[src/hw/pig_consts.vh]
`ifndef PIG_CONSTS_VH
`define PIG_CONSTS_VH

// ==========================================================
// Widths
`define PIG_DATA_W 32
`define PIG_REG_W 16
`define PIG_NDOM 14
`define PIG_SYNC_RST 1'b0

// ==========================================================
// Register indices (byte address = index shifted left by 2)
`define PIG_IDX_W 16
`define PIG_IDX_CTRL 16'h9400
`define PIG_IDX_STAT 16'h9401
`define PIG_IDX_PEND 16'h9404
`define PIG_IDX_SHIFT_W 2

// ==========================================================
// Reset values and masks
`define PIG_CTRL_RST 16'h0000
`define PIG_CTRL_WMASK 16'h3FFF
`define PIG_GATE_RST 1'b0
`define PIG_LO_BYTE_MASK 16'h00FF
`define PIG_HI_BYTE_MASK 16'hFF00
`define PIG_STRB_LO 0
`define PIG_STRB_HI 1

// ==========================================================
// Field positions, shared by control, status and pending words
`define PIG_BIT_TIMER0 0
`define PIG_BIT_TIMER1 1
`define PIG_BIT_SERIAL0 2
`define PIG_BIT_SERIAL1 3
`define PIG_BIT_SERIAL2 4
`define PIG_BIT_GPIO 5
`define PIG_BIT_SIX 6
`define PIG_BIT_I2C 7
`define PIG_BIT_UART 8
`define PIG_BIT_PARPINS 9
`define PIG_BIT_WDOG 10
`define PIG_BIT_OSTICK 11
`define PIG_BIT_EXTMEM 12
`define PIG_BIT_MISC 13

`endif

[src/hw/pig_sync.v]
`timescale 1ns/1ps
`default_nettype none
`include "pig_consts.vh"

// ==========================================================
// Two-stage level synchroniser, one lane per bit
module pig_sync #(
  parameter W = 1
) (
  // Clock and reset
  input wire i_clk,
  input wire i_rst,
  // Data
  input wire [W-1:0] i_d,
  output wire [W-1:0] o_q
);

  reg [W-1:0] meta_q;
  reg [W-1:0] sync_q;

  // First stage feeds only the second stage
  always @(posedge i_clk or posedge i_rst) begin
    if (i_rst) begin
      meta_q <= {W{`PIG_SYNC_RST}};
      sync_q <= {W{`PIG_SYNC_RST}};
    end else begin
      meta_q <= i_d;
      sync_q <= meta_q;
    end
  end

  assign o_q = sync_q;

endmodule // pig_sync
`default_nettype wire

[src/hw/pig_gate_cell.v]
`timescale 1ns/1ps
`default_nettype none
`include "pig_consts.vh"

// ==========================================================
// One peripheral domain: holds its gate request
module pig_gate_cell (
  // Clock and reset
  input wire i_clk,
  input wire i_rst,
  // Sleep event
  input wire i_idle_exec,
  input wire i_group_asleep,
  input wire i_ctrl_bit,
  // Domain state
  input wire i_ack_sync,
  output wire o_gate,
  output wire o_pend
);

  reg gate_q;
  reg gate_d;

  // Only the idle instruction moves the gate; a control write alone
  // changes nothing until the next one
  always @* begin
    gate_d = gate_q;
    if (i_idle_exec) begin
      if (i_group_asleep)
        gate_d = i_ctrl_bit;
      else
        gate_d = `PIG_GATE_RST;
    end
  end

  always @(posedge i_clk or posedge i_rst) begin
    if (i_rst)
      gate_q <= `PIG_GATE_RST;
    else
      gate_q <= gate_d;
  end

  assign o_gate = gate_q;
  // Request and confirmed state disagree while a domain moves
  assign o_pend = gate_q ^ i_ack_sync;

endmodule // pig_gate_cell
`default_nettype wire

[src/hw/pig_top.v]
// Chosen here: the APB slave port.
`timescale 1ns/1ps
`default_nettype none
`include "pig_consts.vh"

// ==========================================================
// Peripheral idle gating with APB register access
// ==========================================================

module pig_top #(
  parameter ADDR_W = 32
) (
  // Clock and reset
  input wire I_CLK,
  input wire I_RST,
  // APB slave
  input wire I_PSEL,
  input wire I_PENABLE,
  input wire I_PWRITE,
  input wire [ADDR_W-1:0] I_PADDR,
  input wire [`PIG_DATA_W-1:0] I_PWDATA,
  input wire [3:0] I_PSTRB,
  output wire O_PREADY,
  output wire [`PIG_DATA_W-1:0] O_PRDATA,
  output wire O_PSLVERR,
  // CPU sleep controls
  input wire I_IDLE_EXEC,
  input wire I_PERIPH_GROUP_ASLEEP,
  // Confirmations from the gated domains
  input wire [`PIG_NDOM-1:0] I_GATE_ACK,
  // Gate requests, high asks the domain to stop
  output wire O_TIMER0_GATE,
  output wire O_TIMER1_GATE,
  output wire O_SERIAL_PORT0_GATE,
  output wire O_SERIAL_PORT1_GATE,
  output wire O_SERIAL_PORT2_GATE,
  output wire O_GPIO_GATE,
  output wire O_PERIPHERAL_SIX_GATE,
  output wire O_I2C_GATE,
  output wire O_UART_GATE,
  output wire O_PARALLEL_PINS_GATE,
  output wire O_WATCHDOG_GATE,
  output wire O_OS_TICK_TIMER_GATE,
  output wire O_EXT_MEM_GATE,
  output wire O_MISC_GROUP_GATE
);

  // ========================================================
  // Address map
  localparam PAD_W = ADDR_W - `PIG_IDX_W - `PIG_IDX_SHIFT_W;
  localparam [ADDR_W-1:0] ADDR_CTRL =
    {{PAD_W{1'b0}}, `PIG_IDX_CTRL, {`PIG_IDX_SHIFT_W{1'b0}}};
  localparam [ADDR_W-1:0] ADDR_STAT =
    {{PAD_W{1'b0}}, `PIG_IDX_STAT, {`PIG_IDX_SHIFT_W{1'b0}}};
  localparam [ADDR_W-1:0] ADDR_PEND =
    {{PAD_W{1'b0}}, `PIG_IDX_PEND, {`PIG_IDX_SHIFT_W{1'b0}}};
  localparam UPPER_W = `PIG_DATA_W - `PIG_REG_W;
  localparam RSV_W = `PIG_REG_W - `PIG_NDOM;

  // ========================================================
  // Bus state machine, one-hot
  localparam [1:0] ST_IDLE = 2'b01;
  localparam [1:0] ST_RESP = 2'b10;

  reg [1:0] state_q;
  reg [1:0] state_d;
  reg pready_q;
  reg pready_d;
  reg pslverr_q;
  reg pslverr_d;
  reg [`PIG_DATA_W-1:0] prdata_q;
  reg [`PIG_DATA_W-1:0] prdata_d;

  // ========================================================
  // Registers and per-domain state
  reg [`PIG_REG_W-1:0] ctrl_q;
  reg [`PIG_REG_W-1:0] ctrl_d;
  reg [`PIG_REG_W-1:0] wmask;
  reg [`PIG_REG_W-1:0] rd_word;
  reg rd_hit;
  reg rd_ro;
  wire setup_ph;
  wire access_done;
  wire wr_ctrl;
  wire [`PIG_NDOM-1:0] ack_sync;
  wire [`PIG_NDOM-1:0] gate_q;
  wire [`PIG_NDOM-1:0] pend;
  wire [`PIG_REG_W-1:0] stat_word;
  wire [`PIG_REG_W-1:0] pend_word;
  wire [`PIG_REG_W-1:0] ctrl_word;
  wire hit_ctrl;
  wire hit_stat;
  wire hit_pend;
  wire addr_err;
  wire ro_wr_err;
  wire resp_err;
  wire stat_misc;
  wire stat_extmem;
  wire stat_ostick;
  wire stat_wdog;
  wire stat_parpins;
  wire stat_uart;

  // ========================================================
  // Domain confirmations come from gated clocks: synchronise
  pig_sync #(
    .W(`PIG_NDOM)
  ) u_ack_sync (
    .i_clk(I_CLK),
    .i_rst(I_RST),
    .i_d(I_GATE_ACK),
    .o_q(ack_sync)
  );

  // ========================================================
  // One gate cell per domain
  genvar g;
  generate
    for (g = 0; g < `PIG_NDOM; g = g + 1) begin : g_dom
      pig_gate_cell u_cell (
        .i_clk(I_CLK),
        .i_rst(I_RST),
        .i_idle_exec(I_IDLE_EXEC),
        .i_group_asleep(I_PERIPH_GROUP_ASLEEP),
        .i_ctrl_bit(ctrl_q[g]),
        .i_ack_sync(ack_sync[g]),
        .o_gate(gate_q[g]),
        .o_pend(pend[g])
      );
    end
  endgenerate

  // ========================================================
  // Gate outputs, one flip-flop each inside the cells
  assign O_TIMER0_GATE = gate_q[`PIG_BIT_TIMER0];
  assign O_TIMER1_GATE = gate_q[`PIG_BIT_TIMER1];
  assign O_SERIAL_PORT0_GATE = gate_q[`PIG_BIT_SERIAL0];
  assign O_SERIAL_PORT1_GATE = gate_q[`PIG_BIT_SERIAL1];
  assign O_SERIAL_PORT2_GATE = gate_q[`PIG_BIT_SERIAL2];
  assign O_GPIO_GATE = gate_q[`PIG_BIT_GPIO];
  assign O_PERIPHERAL_SIX_GATE = gate_q[`PIG_BIT_SIX];
  assign O_I2C_GATE = gate_q[`PIG_BIT_I2C];
  assign O_UART_GATE = gate_q[`PIG_BIT_UART];
  assign O_PARALLEL_PINS_GATE = gate_q[`PIG_BIT_PARPINS];
  assign O_WATCHDOG_GATE = gate_q[`PIG_BIT_WDOG];
  assign O_OS_TICK_TIMER_GATE = gate_q[`PIG_BIT_OSTICK];
  assign O_EXT_MEM_GATE = gate_q[`PIG_BIT_EXTMEM];
  assign O_MISC_GROUP_GATE = gate_q[`PIG_BIT_MISC];

  // ========================================================
  // Read words
  // Status is the domains' confirmed state, not the request, so
  // software can poll it to see a transition has completed; it lags
  // a domain's own confirmation by the two synchroniser stages
  assign stat_misc = ack_sync[`PIG_BIT_MISC];
  assign stat_extmem = ack_sync[`PIG_BIT_EXTMEM];
  assign stat_ostick = ack_sync[`PIG_BIT_OSTICK];
  assign stat_wdog = ack_sync[`PIG_BIT_WDOG];
  assign stat_parpins = ack_sync[`PIG_BIT_PARPINS];
  assign stat_uart = ack_sync[`PIG_BIT_UART];
  assign stat_word = {
    {RSV_W{1'b0}},
    stat_misc,
    stat_extmem,
    stat_ostick,
    stat_wdog,
    stat_parpins,
    stat_uart,
    ack_sync[`PIG_BIT_I2C:`PIG_BIT_TIMER0]
  };
  // Pending shows domains still moving toward their request
  assign pend_word = {{RSV_W{1'b0}}, pend};
  assign ctrl_word = ctrl_q & `PIG_CTRL_WMASK;

  // ========================================================
  // APB handshake
  assign setup_ph = I_PSEL & ~I_PENABLE;
  assign access_done = I_PSEL & I_PENABLE & pready_q
    & (state_q == ST_RESP);
  assign hit_ctrl = (I_PADDR == ADDR_CTRL);
  assign hit_stat = (I_PADDR == ADDR_STAT);
  assign hit_pend = (I_PADDR == ADDR_PEND);
  assign wr_ctrl = access_done & I_PWRITE & ~pslverr_q
    & hit_ctrl;
  assign addr_err = ~rd_hit;
  assign ro_wr_err = I_PWRITE & rd_ro;
  assign resp_err = addr_err | ro_wr_err;

  // Address decode for the word answered in the access phase
  always @* begin
    rd_word = {`PIG_REG_W{1'b0}};
    rd_hit = 1'b0;
    rd_ro = 1'b0;
    if (hit_ctrl) begin
      rd_word = ctrl_word;
      rd_hit = 1'b1;
    end else if (hit_stat) begin
      rd_word = stat_word;
      rd_hit = 1'b1;
      rd_ro = 1'b1;
    end else if (hit_pend) begin
      rd_word = pend_word;
      rd_hit = 1'b1;
      rd_ro = 1'b1;
    end
  end

  // Answer prepared at the setup edge so outputs stay registered;
  // the price is that a read shows state sampled one cycle early
  always @* begin
    state_d = state_q;
    pready_d = 1'b0;
    pslverr_d = pslverr_q;
    prdata_d = prdata_q;
    case (state_q)
      ST_IDLE: begin
        if (setup_ph) begin
          state_d = ST_RESP;
          pready_d = 1'b1;
          pslverr_d = resp_err;
          if (I_PWRITE | ~rd_hit)
            prdata_d = {`PIG_DATA_W{1'b0}};
          else
            prdata_d = {{UPPER_W{1'b0}}, rd_word};
        end
      end
      ST_RESP: begin
        // Dropping select mid-transfer abandons it with no effect
        if (access_done | ~I_PSEL) begin
          state_d = ST_IDLE;
          pslverr_d = 1'b0;
          prdata_d = {`PIG_DATA_W{1'b0}};
        end else begin
          pready_d = pready_q;
        end
      end
      default: begin
        state_d = ST_IDLE;
        pslverr_d = 1'b0;
        prdata_d = {`PIG_DATA_W{1'b0}};
      end
    endcase
  end

  always @(posedge I_CLK or posedge I_RST) begin
    if (I_RST) begin
      state_q <= ST_IDLE;
      pready_q <= 1'b0;
      pslverr_q <= 1'b0;
      prdata_q <= {`PIG_DATA_W{1'b0}};
    end else begin
      state_q <= state_d;
      pready_q <= pready_d;
      pslverr_q <= pslverr_d;
      prdata_q <= prdata_d;
    end
  end

  assign O_PREADY = pready_q;
  assign O_PRDATA = prdata_q;
  assign O_PSLVERR = pslverr_q;

  // ========================================================
  // Control register with byte strobes
  // Reserved bits 15:14 never store, so they always read zero
  // Strobes 3..2 and data bits 31..16 reach no register bit
  // A write alone never moves a gate; only the next idle pulse does
  always @* begin
    wmask = {`PIG_REG_W{1'b0}};
    if (I_PSTRB[`PIG_STRB_LO])
      wmask = wmask | `PIG_LO_BYTE_MASK;
    if (I_PSTRB[`PIG_STRB_HI])
      wmask = wmask | `PIG_HI_BYTE_MASK;
    wmask = wmask & `PIG_CTRL_WMASK;
    ctrl_d = ctrl_q;
    if (wr_ctrl)
      ctrl_d = (ctrl_q & ~wmask)
        | (I_PWDATA[`PIG_REG_W-1:0] & wmask);
  end

  // Every control bit starts clear, so nothing sleeps after reset
  always @(posedge I_CLK or posedge I_RST) begin
    if (I_RST)
      ctrl_q <= `PIG_CTRL_RST;
    else
      ctrl_q <= ctrl_d;
  end

endmodule // pig_top
`default_nettype wire

[config.mk]
export PLATFORM = sky130hd
export DESIGN_NAME = pig_top
export DESIGN_NICKNAME = d
export VERILOG_FILES = /design/src/hw/pig_sync.v /design/src/hw/pig_gate_cell.v /design/src/hw/pig_top.v
export VERILOG_INCLUDE_DIRS = /design/src /design/src/hw
export SDC_FILE = /design/constraint.sdc
export NUM_CORES = 1
export LEC_CHECK = 0
export BUFFER_PORTS_ARGS = -buffer_cell sky130_fd_sc_hd__buf_2
export CORE_ASPECT_RATIO = 0.8
export CORE_MARGIN = 1
export CORE_UTILIZATION = 51
export DETAILED_ROUTE_END_ITERATION = 8
export PLACE_DENSITY = 0.83
export RECOVER_POWER = 25
export SETUP_SLACK_MARGIN = 0.5
export SLEW_MARGIN = 20
export SYNTH_ARGS = -nofsm -noshare
export SYNTH_HDL_FRONTEND = slang
export SYNTH_SLANG_ARGS = --single-unit
export TNS_END_PERCENT = 1
[constraint.sdc]
create_clock -name I_CLK -period 3.8 [get_ports I_CLK]
set_input_delay 0.38 -clock I_CLK [delete_from_list [all_inputs] [get_ports I_CLK]]
set_output_delay 0.38 -clock I_CLK [all_outputs]
set_load 0.005 [all_outputs]
## Yosys cells after proc, flatten, opt, wreduce, memory -nomap -nowiden

Cells that the tools add are included.

- Latch bits: 0
- Bits of input ports: 89
- Memories kept: 0
- Output and inout bits: 48
- Bits in writable memories: 0
- Flip-flop bits (word level): 94
- Memory bits (read-only): 0
- Word-level logic and storage cells: 97

- Bitwise logic cells: 33
- Multipliers: 0
- Equal/unequal tests: 7
- Order comparisons: 0
- Reductions and logical operators: 1
- Shifts and indexed selects: 0
- Mux-type cells: 35
- Add/sub/neg operators: 0
- Divide/modulo/power cells: 0

Operator list:

| kind | count |
|---|---|
| $eq A32 B18 Y1 const B | 3 |
| $mux W32 | 2 |
| $pmux W32 S2 | 1 |
| $mux W14 | 3 |
| $mux W16 | 2 |
| $mux W1 | 21 |
| $and A16 B14 Y16 | 1 |
| $and A16 B16 Y16 | 1 |
| $not A14 Y16 | 1 |
| $or A16 B16 Y16 | 1 |
| $xor A1 B1 Y1 | 14 |
| $and A1 B1 Y1 | 8 |
| $mux W8 | 1 |
| $mux W2 | 2 |
| $not A1 Y1 | 4 |
| $pmux W1 S2 | 2 |
| $pmux W2 S2 | 1 |
| $or A1 B1 Y1 | 3 |
| $eq A2 B1 Y1 const B | 1 |
| $eq A2 B2 Y1 const B | 1 |
| $ne A2 B1 Y1 const B | 1 |
| $ne A2 B2 Y1 const B | 1 |
| $reduce_and A2 Y1 | 1 |

## Depth between registers and ports, before layout

- Depth in word-level cells: 9
- Depth in mapped cells: 6
- Gate-level depth less buffers: 4

## Hierarchy

From an unflattened synthesis, not the netlist that was laid out.

- Cell total of the unflattened synthesis: 291
- Area total of the unflattened synthesis: 3228.1 um^2

By module, submodules not included:

| module | area each (um^2) | seq. area each (um^2) | instances | cells each |
|---|---|---|---|---|
| pig_top | 1805.5 | 802.0 | 1 | 178 |
| pig_gate_cell | 51.3 | 25.0 | 14 | 6 |
| pig_sync | 704.4 | 700.7 | 1 | 29 |

## Least setup slack after synthesis

OpenSTA, ideal clock, no wires.

- Path type: input to register
- Start: in I_PADDR[29]
- End: reg prdata_q[0] (netlist: O_PRDATA[0])
- Slack: 1.924 ns
- Path buffers: 2
- Data arrival time: 1.801 ns
- Library setup time: 0.075 ns
- Stages: 6
- Required time: 3.725 ns
- Path through: nor4_2 -> nand4_2 -> or4b_1 -> buf_2 -> buf_6 -> o2bb2ai_2

- Word-level cells in the longest chain between the ends: 9
- Elaborated cells between the ends (all ways): 14
- Classes of those cells: eq/ne: 3; mux: 9; bitwise: 2

RTL lines:

| item | line | text |
|---|---|---|
| from (decl) | pig_top.v:20 | `input wire [ADDR_W-1:0] I_PADDR,` |
| $eq A32 B18 Y1 | pig_top.v:182 | `assign hit_pend = (I_PADDR == ADDR_PEND);` |
| $mux W1 | pig_top.v:201 | `end else if (hit_pend) begin` |
| $mux W1 | pig_top.v:197 | `end else if (hit_stat) begin` |
| $mux W1 | pig_top.v:194 | `if (hit_ctrl) begin` |
| $not A1 Y1 | pig_top.v:221 | `if (I_PWRITE \| ~rd_hit)` |
| $or A1 B1 Y1 | pig_top.v:221 |  |
| $mux W16 (*) | pig_top.v:221 |  |
| $mux W32 (*) | pig_top.v:217 | `if (setup_ph) begin` |
| $pmux W32 S2 (*) | pig_top.v:215 | `case (state_q)` |
| to (signal assigned) | pig_top.v:250 | `` prdata_q <= {`PIG_DATA_W{1'b0}}; `` |
| to (signal assigned) | pig_top.v:255 | `prdata_q <= prdata_d;` |
| to (decl) | pig_top.v:71 | `` reg [`PIG_DATA_W-1:0] prdata_q; `` |

Mark *: on every way between the ends. The rest lies on a longest branch, timed or not. The select of a mux whose other input is x is not followed.
A chain may end at the register's enable or synchronous reset.

==> results.md <==
Run status:
- The flow ran to the end, and the final reports show no timing, DRC or antenna violations.

Critical path:
- The number of buffers and inverters on the critical path is 1.
- In this run the critical register-to-register path is launched from state_q[0].
- Traced cell by cell, the critical path runs through buf_2 > nor4bb_1 > nand4_1 > nor4_4 > mux2_2.
- Of all nets on the critical path, the largest fanout is 32.
- Grouping stages by cell kind, the critical path spends the most delay in simple AND/OR/NAND/NOR gates.
- The worst setup path is launched from an input port.
- The critical path data required time is 4.03 ns.
- The slowest stage of the critical path belongs to the cell nor4_4.
- The cell depth of the worst flop-to-flop path is 4.
- The arrival time at the worst endpoint is 2.33 ns.
- In this run the register-to-register setup slack is 1.72 ns.
- The delay of the slowest cell on the worst path is 0.65 ns.
- The kind of capture point of the worst setup path is a register.
- The setup path with the least slack is of type input port to register.

Clock tree:
- The number of hold buffers added after CTS is 0.
- Clock-pin slew was measured on the worst setup and hold paths at 0.08 ns.
- The cell at the root of the clock tree is clkbuf_8.
- At the later pin of the worst-skew pair, clock insertion delay measures 0.35 ns.
- The clock passes through at most 2 buffers.
- The number of instances resized during post-cts repair is 0.
- The clock sink count is 74.
- The H-tree was split into 3 levels.
- The clock tree from TritonCTS is done.
- Buffers inserted during clock tree synthesis total 9.
- The number of setup buffers added after CTS is 0.

STA:
- The headroom to the max-slew limit is 3.23%.
- The total negative setup slack is 0 ns.
- Subtracting the final worst setup slack from the clock period gives 2.10 ns.
- Based on the critical path, the design can be clocked at up to 0.476 GHz.
- The final critical path takes up 55.3% of the cycle.
- Setup repair after global routing left no endpoint under its margin.
- Setup violations remaining at the end of the flow were counted as 0.
- The number of pins exceeding their max-slew limit in the final report is 0.
- The number of hold-slack violations in the final timing report is 0.
- Between clock sinks in the finished design, the worst skew comes to 0.00644 ns.
- The worst-margin pin slew is 1.45 ns.

Finish:
- The ratio of cells with drive above 1 in the final layout is 40.9%.
- The signed area change from the synthesized netlist to the final layout is 20.2%.
- The layout net count is 456.
- 0 antenna diodes ended up in the layout.

Placement:
- Routability-driven placement finished with a final weighted congestion of 0.757.
- The estimated wirelength of the detail-placed design is 4830 µm.
- The count of input and output buffers is 98.

GRT:
- For this run the aggregate overflow at the end of global routing stands at 0.
- The pin count of the biggest net entering global routing is 42.
- The first global-routing pass estimated 10,800 µm of wire.
- The via count of the first global-routing pass is 2,312.
- For this run, the total global-route usage over all layers was measured as 21.7%.
- The number of antenna violations at the first check in global routing is 0.

Power and ir drop:
- The total power per unit cell area is 374 nW/µm².
- The static leakage is 1.90 nW.
- The maximum vdd drop is 0.198 mV.
- The design draws 1.48 mW.

Logic synthesis:
- The mean area per synthesized cell is 12.2 µm².
- The proportion of synthesized chip area in sequential cells is 56.4%.
- The top cell type by area accounts for 55.6% of the synthesized area.
- The most instantiated flip-flop cell in the synthesis netlist is dfrtp_1.
- The cell type contributing the most total cell area after synthesis is dfrtp_1.
- The summed instance area of the synthesized netlist is 3280 µm².
- The flip-flop and latch count after synthesis is 74.
- The number of enable flip-flop cells after synthesis is 0.
- The number of warnings printed during yosys synthesis is 0.
- Sorting the synthesized cells by area gives the leading types as dfrtp_1 (56%), mux2_2 (4.8%), o2bb2ai_2 (4.6%).
- The fraction of synthesis flops using an asynchronous set or reset pin is 100%.
- The gate count after technology mapping is 269.
- The number of different library cells used by synthesis comes to 33.

Drt:
- The count of nets left with antenna violations after detail routing is 0.
- The vias per cell is 5.20.
- The routed layout has 2,355 vias.
- The detailed-router iteration count before antenna repair is 4.
- The overall routed net length is 6800 µm.
- In this run, the number of DRC markers left after iteration 0 of detailed routing was 114.
- For this run, design rule violations remaining after detail routing come to 0.
- In the final routed layout, each cell accounts on average for 15.0 µm.

Die:
- 137 I/O pins were placed.
- The initial standard-cell utilization of the core is 54.1%.
- The cell row count is 25.
- The die height is 73.8 µm.
- The region available for standard cell placement spans 6070 µm².
- The floorplan step set the die width to 91.7 µm.
- The overall die area is 6760 µm².

Min path:
- Along the worst hold path, the cell count comes to 1.
- The beginning of the worst hold path is I_GATE_ACK[10].
- The hold path endpoint is u_ack_sync.meta_q[10].
- The path class of the lowest-slack min-delay path is input port to register.

Job:
- Max-cap violations in this run came to 0.
==> worst max-delay path by stage <==
stage          depth (start not counted)          end  slack [ns]   startpoint
2_1_floorplan                          1  O_PRDATA[0]        1.54        I_RST
3_3_place_gp                           5     register        1.37   I_PADDR[4]
3_5_place_dp                           5  O_PRDATA[9]        1.36  I_PADDR[24]
4_1_cts                                5  O_PRDATA[9]        1.71  I_PADDR[24]
5_1_grt                                5     register        1.64   I_PADDR[4]
6_report                               5     register        1.70   I_PADDR[4]
==> synth_stat cells, types with 2 or more instances <==
library cell / number
a211oi_1: 14
a21oi_1: 16
buf_2: 2
buf_4: 18
clkbuf_1: 9
dfrtp_1: 73
inv_1: 22
mux2_2: 14
nand3_1: 14
nand4_1: 2
nor2_1: 16
nor3_1: 2
nor4_2: 4
nor4_4: 2
nor4b_4: 3
o21ai_0: 15
o2bb2ai_1: 5
o2bb2ai_2: 10
xnor2_1: 14
==> cell families after synthesis <==
family / synth area share, %
buffers and inverters: 8.42
adders and majority gates: 0.305
muxes: 4.80
DFF: 56.4
and+or+nand+nor: 11.9
AOI/OAI and AO/OA: 14.3
other: 0.114
xor gates and xnor gates: 3.73
==> layer usage <==
metal	track usage, %	part of all wire, %	wire length [µm]
met5	0	0	0
met4	8.85	2.3	159
met3	7.56	8.1	551
met2	37.3	49	3330
met1	25.2	41	2760
==> worst register-to-register path, cell delays in order (launching register included) <==
cell and delay, ns:
dfstp_2 0.40, nor4bb_1 0.25, nand4_1 0.25, nor4_4 0.65, mux2_2 0.42
==> placed cells by master, fill, tap and decap left out, types with 10 or more instances in the layout <==
cell       instances
dfrtp_1           73
a21oi_1           16
mux2_2            14
nand3_1           14
o21ai_0           15
buf_2             96
xnor2_1           14
conb_1            18
a211oi_1          14
nor2_1            16
inv_1             22
o2bb2ai_2         10
==> cell type report <==
cell class | instances | area (µm²)
clock buffers | 10 | 128
clock inverters | 6 | 42.5
fillers | 499 | 2120
inverters | 22 | 82.6
multi-input cells | 159 | 1230
flip-flops and latches | 74 | 1850
well taps | 81 | 101
repair buffers | 101 | 510
==> power breakdown <==
| part | switching (mW) | internal [mW] |
|---|---|---|
| logic | 0.0823 | 0.0528 |
| clock network | 0.287 | 0.238 |
| registers | 0.0104 | 0.806 |
==> stage by stage <==
step	area [µm²]	utilization, %	instances	hold WS [ns]	worst slack (ns)
global route	3950	65.0	453	0.113	1.64
finish	3950	65.0	453	0.129	1.70
CTS	3950	65.0	453	0.114	1.71
floorplan	3350	-	286	0.331	1.54
detailed placement	3770	62.2	437	0.336	1.36
global placement	3770	62.2	437	0.331	1.37
Note: power is estimated with default switching activity, not from simulation.
